### config.mk
export PLATFORM = sky130hd
export DESIGN_NAME = brfa_top
export DESIGN_NICKNAME = d
export VERILOG_FILES = /design/src/design/brfa_pkg.sv /design/src/design/brfa_top.sv
export SDC_FILE = /design/constraint.sdc
export NUM_CORES = 2
export LEC_CHECK = 0
export ABC_AREA = 1
export BUFFER_PORTS_ARGS = -buffer_cell sky130_fd_sc_hd__buf_2
export CELL_PAD_IN_SITES_DETAIL_PLACEMENT = 2
export CELL_PAD_IN_SITES_GLOBAL_PLACEMENT = 2
export CORE_UTILIZATION = 35
export CTS_CLUSTER_DIAMETER = 80
export DETAILED_ROUTE_END_ITERATION = 10
export PLACE_DENSITY = 0.71
export SETUP_SLACK_MARGIN = 0.15
export SYNTH_ARGS = -nofsm -noshare
export SYNTH_HDL_FRONTEND = slang
export SYNTH_SLANG_ARGS = --single-unit
### constraint.sdc
create_clock -name CLK_SYS -period 29 [get_ports CLK_SYS]
set_input_delay 4.35 -clock CLK_SYS [delete_from_list [all_inputs] [get_ports CLK_SYS]]
set_output_delay 4.35 -clock CLK_SYS [all_outputs]
set_load 0.05 [all_outputs]
### src/design/brfa_pkg.sv
//////////////////////////////////////////////////////////////////////////////
// Purpose : Constants and types for the banked register file addressing.
// Assumes : 8-bit register space of 256 locations, one core clock.
// Notes   : Shared by the design and by the verification side.
//////////////////////////////////////////////////////////////////////////////
package brfa_pkg;

  // Widths and depths
  localparam int BRFA_ADDR_W     = 8;
  localparam int BRFA_DATA_W     = 8;
  localparam int BRFA_SHORT_W    = 4;
  localparam int BRFA_EXP_DEPTH  = 16;
  localparam int BRFA_FILE_DEPTH = 256;

  // Bank 0 layout
  localparam logic [7:0] BRFA_PORT_LAST  = 8'h03;
  localparam logic [7:0] BRFA_GP_FIRST   = 8'h04;
  localparam logic [7:0] BRFA_GP_LAST    = 8'hEF;
  localparam logic [7:0] BRFA_CTRL_FIRST = 8'hF0;

  // Location of the working group pointer among the control registers
  localparam logic [7:0] BRFA_WGP_ADDR   = 8'hFD;

  // Part of the normal space that an expanded bank replaces
  localparam logic [7:0] BRFA_EXP_LAST   = 8'h0F;

  // Expanded bank selects (low nibble of the pointer)
  localparam logic [3:0] BRFA_BANK_D     = 4'hD;
  localparam logic [3:0] BRFA_BANK_F     = 4'hF;

  // Values after reset
  localparam logic [7:0] BRFA_WGP_RST    = 8'h00;
  localparam logic [7:0] BRFA_DATA_RST   = 8'h00;

  // Region a resolved location falls into
  typedef enum logic [1:0] {
    BRFA_REG_PORT = 2'b00,
    BRFA_REG_GP   = 2'b01,
    BRFA_REG_CTRL = 2'b10,
    BRFA_REG_EXP  = 2'b11
  } brfa_region_t;

  // Sequencer states, Gray along idle -> indirect -> idle
  typedef enum logic [1:0] {
    BRFA_ST_IDLE = 2'b00,
    BRFA_ST_IND  = 2'b01
  } brfa_state_t;

  // Request from the instruction datapath
  typedef struct packed {
    logic       write;
    logic       short_mode;
    logic       indirect;
    logic [7:0] addr;
    logic [7:0] wdata;
  } brfa_req_t;

  // Resolved target of an access
  typedef struct packed {
    brfa_region_t region;
    logic         bank_f;
    logic [7:0]   index;
  } brfa_tgt_t;

  // Answer to the instruction datapath
  typedef struct packed {
    brfa_region_t region;
    logic         bank_f;
    logic [7:0]   addr;
    logic [7:0]   rdata;
  } brfa_rsp_t;

endpackage

### src/design/brfa_top.sv
//////////////////////////////////////////////////////////////////////////////
// Purpose : Register file with bank 0, expanded banks D and F, and the
//           working group pointer that steers short addressing.
// Assumes : Requests come from the core datapath on CLK_SYS; no sync.
// Notes   : Indirect access takes one extra cycle to fetch the pointer.
//
// Operation
// RULE1: Bank 0 holds ports 0-3, general 4-239, control 240-255.
// RULE2: Expanded banks D and F replace locations 00h-0Fh when selected.
// RULE3: Operands reached directly or indirectly through an 8-bit field.
// RULE4: Short mode splits the file into sixteen groups of sixteen.
// RULE5: Pointer gives the group start, 4-bit field picks the register.
// RULE6: Counter/timer registers sit in bank D; pointer 0Dh gives D, group 0.
// RULE7: Pointer 7Dh gives bank D while group 7 stays active.
// RULE8: Pointer high nibble picks the group, low nibble the bank.
//////////////////////////////////////////////////////////////////////////////
`timescale 1ns/100ps

module brfa_top
  import brfa_pkg::*;
#(
  parameter int DATA_W    = BRFA_DATA_W,
  parameter int EXP_DEPTH = BRFA_EXP_DEPTH
) (
  input  wire logic      CLK_SYS,
  input  wire logic      SRST,
  input  wire logic      REQ_VALID,
  input  wire brfa_req_t REQ,
  output logic           BUSY,
  output logic           RSP_VALID,
  output brfa_rsp_t      RSP,
  output logic [7:0]     WGP_OUT
);

  ////////////////////////////////////////////////////////////////////////////
  // Elaboration checks
  ////////////////////////////////////////////////////////////////////////////

  // The packed carriers are fixed at eight data bits and sixteen entries
  if (DATA_W != BRFA_DATA_W) begin : g_bad_width
    $error("brfa_top: DATA_W must equal the carrier data width");
  end
  if (EXP_DEPTH != BRFA_EXP_DEPTH) begin : g_bad_depth
    $error("brfa_top: EXP_DEPTH must equal the replaced span");
  end

  ////////////////////////////////////////////////////////////////////////////
  // Storage
  ////////////////////////////////////////////////////////////////////////////

  logic [7:0]  bank0_mem [0:BRFA_FILE_DEPTH-1];
  logic [7:0]  exp_d_mem [0:BRFA_EXP_DEPTH-1];
  logic [7:0]  exp_f_mem [0:BRFA_EXP_DEPTH-1];

  brfa_state_t state_ff;
  brfa_state_t nxt_state;
  logic [7:0]  wgp_ff;
  logic [7:0]  ptr_ff;
  brfa_req_t   held_ff;
  logic        busy_ff;
  logic        rsp_valid_ff;
  brfa_rsp_t   rsp_ff;

  brfa_tgt_t   acc_tgt;
  brfa_tgt_t   fetch_tgt;
  logic        acc_do;
  logic        acc_wr;
  logic [7:0]  acc_wdata;
  logic        take;

  ////////////////////////////////////////////////////////////////////////////
  // Address functions
  ////////////////////////////////////////////////////////////////////////////

  // Turn an instruction field into a location, short or full form
  function automatic brfa_tgt_t resolve(input logic [7:0] field,
                                        input logic       short_mode,
                                        input logic [7:0] wgp);
    brfa_tgt_t  t;
    logic [7:0] full;
    logic [3:0] bank;
    t    = '0;
    // RULE8: pointer nibble split
    bank = wgp[3:0];
    // RULE4: sixteen groups of sixteen
    // RULE5: group start plus 4-bit index
    full = short_mode ? {wgp[7:4], field[3:0]} : field;
    t.index = full;
    // RULE2: expanded bank overlays low span
    // RULE6: bank D select
    // RULE7: bank D with other group
    if (full <= BRFA_EXP_LAST &&
        (bank == BRFA_BANK_D || bank == BRFA_BANK_F)) begin
      t.region = BRFA_REG_EXP;
      t.bank_f = (bank == BRFA_BANK_F);
    // RULE1: bank 0 region split
    end else if (full <= BRFA_PORT_LAST) begin
      t.region = BRFA_REG_PORT;
    end else if (full <= BRFA_GP_LAST) begin
      t.region = BRFA_REG_GP;
    end else begin
      t.region = BRFA_REG_CTRL;
    end
    return t;
  endfunction

  // Read the byte at a resolved location
  function automatic logic [7:0] read_tgt(input brfa_tgt_t t,
                                          input logic [7:0] wgp);
    logic [7:0] v;
    v = BRFA_DATA_RST;
    if (t.region == BRFA_REG_EXP) begin
      v = t.bank_f ? exp_f_mem[t.index[3:0]] : exp_d_mem[t.index[3:0]];
    end else if (t.index == BRFA_WGP_ADDR) begin
      v = wgp;                       // Pointer reads back its own value
    end else begin
      v = bank0_mem[t.index];
    end
    return v;
  endfunction

  ////////////////////////////////////////////////////////////////////////////
  // Access selection
  ////////////////////////////////////////////////////////////////////////////

  // Request accepted only while idle; busy requests are dropped
  assign take = REQ_VALID && (state_ff == BRFA_ST_IDLE);

  // Where the pointer byte of an indirect request is fetched from
  assign fetch_tgt = resolve(REQ.addr, REQ.short_mode, wgp_ff);

  // Pick this cycle's data access, direct or second indirect step
  always_comb begin
    acc_tgt   = '0;
    acc_do    = 1'b0;
    acc_wr    = 1'b0;
    acc_wdata = BRFA_DATA_RST;
    nxt_state = state_ff;
    case (state_ff)
      BRFA_ST_IDLE: begin
        // RULE3: direct or indirect operand
        if (take && !REQ.indirect) begin
          acc_tgt   = resolve(REQ.addr, REQ.short_mode, wgp_ff);
          acc_do    = 1'b1;
          acc_wr    = REQ.write;
          acc_wdata = REQ.wdata;
        end else if (take) begin
          nxt_state = BRFA_ST_IND;
        end
      end
      BRFA_ST_IND: begin
        // RULE3: fetched byte is a full address
        acc_tgt   = resolve(ptr_ff, 1'b0, wgp_ff);
        acc_do    = 1'b1;
        acc_wr    = held_ff.write;
        acc_wdata = held_ff.wdata;
        nxt_state = BRFA_ST_IDLE;
      end
      default: begin
        nxt_state = BRFA_ST_IDLE;
      end
    endcase
  end

  ////////////////////////////////////////////////////////////////////////////
  // Sequencer
  ////////////////////////////////////////////////////////////////////////////

  // State and busy flag
  always_ff @(posedge CLK_SYS) begin
    if (SRST) begin
      state_ff <= BRFA_ST_IDLE;
      busy_ff  <= 1'b0;
    end else begin
      state_ff <= nxt_state;
      busy_ff  <= (nxt_state == BRFA_ST_IND);
    end
  end

  // Hold the indirect request and its fetched pointer byte
  always_ff @(posedge CLK_SYS) begin
    if (SRST) begin
      held_ff <= '0;
      ptr_ff  <= BRFA_DATA_RST;
    end else if (take && REQ.indirect) begin
      held_ff <= REQ;
      ptr_ff  <= read_tgt(fetch_tgt, wgp_ff);
    end
  end

  ////////////////////////////////////////////////////////////////////////////
  // Register writes
  ////////////////////////////////////////////////////////////////////////////

  // Working group pointer, written at its control location
  always_ff @(posedge CLK_SYS) begin
    if (SRST) begin
      wgp_ff <= BRFA_WGP_RST;
    // RULE8: pointer load steers group and bank
    end else if (acc_do && acc_wr && acc_tgt.region == BRFA_REG_CTRL &&
                 acc_tgt.index == BRFA_WGP_ADDR) begin
      wgp_ff <= acc_wdata;
    end
  end

  // Bank 0 storage, ports, general and control locations
  always_ff @(posedge CLK_SYS) begin
    // RULE1: bank 0 write
    if (acc_do && acc_wr && acc_tgt.region != BRFA_REG_EXP &&
        acc_tgt.index != BRFA_WGP_ADDR) begin
      bank0_mem[acc_tgt.index] <= acc_wdata;
    end
  end

  // Expanded banks; bank D holds the counter/timer registers
  always_ff @(posedge CLK_SYS) begin
    // RULE6: counter/timer bank D write
    if (acc_do && acc_wr && acc_tgt.region == BRFA_REG_EXP &&
        !acc_tgt.bank_f) begin
      exp_d_mem[acc_tgt.index[3:0]] <= acc_wdata;
    end
  end

  always_ff @(posedge CLK_SYS) begin
    // RULE2: bank F write
    if (acc_do && acc_wr && acc_tgt.region == BRFA_REG_EXP &&
        acc_tgt.bank_f) begin
      exp_f_mem[acc_tgt.index[3:0]] <= acc_wdata;
    end
  end

  ////////////////////////////////////////////////////////////////////////////
  // Answer
  ////////////////////////////////////////////////////////////////////////////

  // One-cycle answer after each completed access; reads see old data
  always_ff @(posedge CLK_SYS) begin
    if (SRST) begin
      rsp_valid_ff <= 1'b0;
      rsp_ff       <= '0;
    end else begin
      rsp_valid_ff <= acc_do;
      if (acc_do) begin
        rsp_ff.region <= acc_tgt.region;
        rsp_ff.bank_f <= acc_tgt.bank_f;
        rsp_ff.addr   <= acc_tgt.index;
        rsp_ff.rdata  <= read_tgt(acc_tgt, wgp_ff);
      end
    end
  end

  // Outputs straight from flip-flops
  assign BUSY      = busy_ff;
  assign RSP_VALID = rsp_valid_ff;
  assign RSP       = rsp_ff;
  assign WGP_OUT   = wgp_ff;

endmodule

==> impl_metrics.json <==
{
  "die_y_um": 577.5,
  "p_comb_frac": 0.079,
  "seq_area_frac_synth": 0.6051,
  "crit_slowest_cell": "o21ai_0",
  "dr.pass1.iters": 5,
  "timing_worst_setup_path_type": "input port to flop",
  "postSynthCellCount": 12823,
  "ant_nets": 0,
  "place_area_um2": 119900,
  "required_ns": 29.81,
  "nets": 12476,
  "ff2ff_path_depth": 22,
  "outcome": "finished clean",
  "hold_buffers": 0,
  "antenna_found_initial": 31,
  "io-pin-count": 51,
  "fmax_mhz": 100.8,
  "wl_per_cell_um": 34.06,
  "final.period_utilization": 0.3421,
  "maxCapViolations": 0,
  "syn_avg_cell_area_um2": 9.041,
  "via_per_inst": 6.088,
  "tns_ns": 0,
  "power.net_switching_mw": 2.065,
  "hold-path-endpoint": "held_ff[18]",
  "vias": 103722,
  "fin_skew_ns": 0.05292,
  "power_density_nw_per_um2": 61.63,
  "synth_area_leaders": "edfxtp_1 60%, nand2_1 14%, o21ai_0 6.1%",
  "totalWireLength_um": 580300,
  "cp_slowest_stage_delay_ns": 0.67,
  "cts_setup_buffers": 0,
  "path_common_cell": "nand2_1",
  "switching_share": 0.2599,
  "path_clk_slew_ns": 0.06,
  "grt_pass1_wl_um": 819800,
  "syn2layout_area_growth_pct": 11.22,
  "clkPwrFrac": 0.453,
  "worst_slew_pin_slew_ns": 1.413,
  "cts_resized": 0,
  "drv_slew": 0,
  "grt_overflow_total": 0,
  "start_util": 0.3530,
  "r2r_end": "RSP[0]",
  "routabilityCongestion": 0.9177,
  "cp-start-kind": "input port",
  "hpwl_um": 351600,
  "end_kind": "flop",
  "rows": 210,
  "clk_path_buf_depth": 4,
  "finalHoldViolCount": 0,
  "finalInstanceArea_um2": 128900,
  "tritoncts": "built",
  "grt_pass1_vias": 110549,
  "slew_headroom": 0.05453,
  "cp.arrival_ns": 10.73,
  "cts_buffers": 286,
  "holdPathStages": 2,
  "setup_viol": 0,
  "layout-drive-gt1-share": 0.05956,
  "ctsHtreeMaxLevel": 5,
  "drt_iter0_markers": 9625,
  "port_buffers": 50,
  "hold_class": "flop to flop",
  "die_w_um": 577.5,
  "grt_max_degree": 162,
  "dieArea_um2": 333500,
  "synth_seq_cells": 2352,
  "ys_warn_count": 0,
  "clk_latency_ns": 0.96,
  "regToRegSetupSlack_ns": 22.28,
  "synth_top_area_share": 0.5968,
  "ys_types": 51,
  "cts.sinks": 2352,
  "irDropWorstVdd_mv": 0.04445,
  "grt_util_all_layers": 0.3404,
  "crit_chain": "buf_8 -> nand4_4 -> buf_4 -> nand2_8 -> inv_8 -> buf_4 -> nor2_8 -> buf_4 -> buf_12 -> buf_4 -> nand2_1 -> nand3_1 -> nand2_1 -> nand2_1 -> o21ai_0 -> nand2_1 -> nor2_1 -> nand2_1 -> nor2_1 -> nand2_1 -> nand2_1 -> a21oi_1",
  "p_int_mw": 5.882,
  "fin_crit_ns": 9.921,
  "yosysTopAreaCell": "edfxtp_1",
  "r2r_start": "state_ff[0]",
  "synth_area_um2": 115900,
  "seq_power_share": 0.467,
  "rsz0062_at_grt": "false",
  "min-delay-start": "held_ff[18]",
  "drcViolationCount": 0,
  "critPathMaxFanout": 91,
  "p_leak_nw": 47.57,
  "root_buffer": "clkbuf_16",
  "coreArea_um2": 328400
}
## synth_stat cells (all sizes together)
cell	n
nand2	4244
edfxtp	2304
o21ai	1451
nor2	1343
nand3	959
clkbuf	469
buf	462
a21oi	402
inv	376
o22ai	354
a22oi	115
nand4	98
a31oi	69
dfxtp	48
o211ai	43
o221ai	23
nor3	13
a211oi	9
o2111ai	9
a221oi	5
clkinv	4
nor4	4
o311ai	4
nand3b	3
o21a	3
or2	3
a311oi	2
o21bai	2
a32o	1
conb	1
## logic make-up after synthesis
kind of cell,share of synthesized area
buffers and inverters,0.04711
AND/OR/NAND/NOR,0.2299
flip-flops,0.6051
AO/OA/AOI/OAI,0.1179
other,0.00003235
## area by class of cell
cell class                 instances  area [um2]
sequential                      2352       70150
multi-input combinational       9168       40560
clock inverter                   151        1255
fill                           35670      199500
timing repair buffer             266        2271
antenna                           14       35.03
tap                             4346        5438
clock buffer                     359        7746
inverter                         380        1494
## through the flow
stage	utilization	power (mW)	hold WS [ns]	setup slack (ns)	cells
6_report	0.3926	7.947	0.4684	19.08	17036
5_1_grt	0.3925	8.090	0.4958	19.09	17024
4_1_cts	0.3925	7.949	0.4693	19.31	17022
3_5_place_dp	0.3651	4.396	0.4613	18.35	16512
3_3_place_gp	0.3651	4.378	0.4404	18.35	16511
2_1_floorplan	-	4.132	0.4245	14.44	12831
## worst max-delay path by stage
stage               slack (ns)   startpoint           endpoint
floorplan                14.44  state_ff[0]    bank0_mem[0][0]
global placement         18.35       REQ[8]             RSP[0]
detailed placement       18.35       REQ[8]  bank0_mem[251][2]
CTS                      19.31       REQ[8]  bank0_mem[251][2]
global route             19.09       REQ[8]             RSP[0]
finish                   19.08       REQ[8]             RSP[4]
## flip-flops by register name, indices dropped and copies added, names as in the netlist
name,count
BUSY,1
RSP,19
RSP_VALID,1
WGP_OUT,8
bank0_mem,2048
exp_d_mem,128
exp_f_mem,128
held_ff,9
ptr_ff,8
state_ff,2
## critical path, delay by kind of cell
family | cells | cell delay [ns]
compound gates | 2 | 0.73
simple gates | 13 | 2.39
buf+inv | 7 | 2.89
## power by group through the flow
| stage | logic (mW) | clock network (mW) | registers (mW) |
|---|---|---|---|
| 2_1_floorplan | 0.320 | 0 | 3.81 |
| 3_3_place_gp | 0.593 | 0 | 3.79 |
| 3_5_place_dp | 0.610 | 0 | 3.79 |
| 4_1_cts | 0.614 | 3.62 | 3.71 |
| 5_1_grt | 0.649 | 3.73 | 3.71 |
| 6_report | 0.630 | 3.60 | 3.71 |
## layer usage
| metal | share of wire | global-route usage | routed length [um] |
|---|---|---|---|
| met4 | 0.063 | 0.1980 | 36820 |
| met5 | 0.00011 | 0 | 61 |
| met2 | 0.47 | 0.5608 | 272700 |
| met1 | 0.40 | 0.4265 | 232000 |
| met3 | 0.067 | 0.05001 | 38750 |
## cell usage in the layout, fill, tap and decap left out, types with 65 or more instances in the layout
master,count
a31oi_1,69
o22ai_1,350
nand2_1,4221
edfxtp_1,2304
clkinv_1,65
a22oi_1,115
o21ai_0,1405
a21oi_1,402
nor2_1,1326
buf_4,186
clkbuf_16,298
nand3_1,958
nand4_1,97
inv_1,344
No activity file was read; power rests on OpenSTA's default activity.
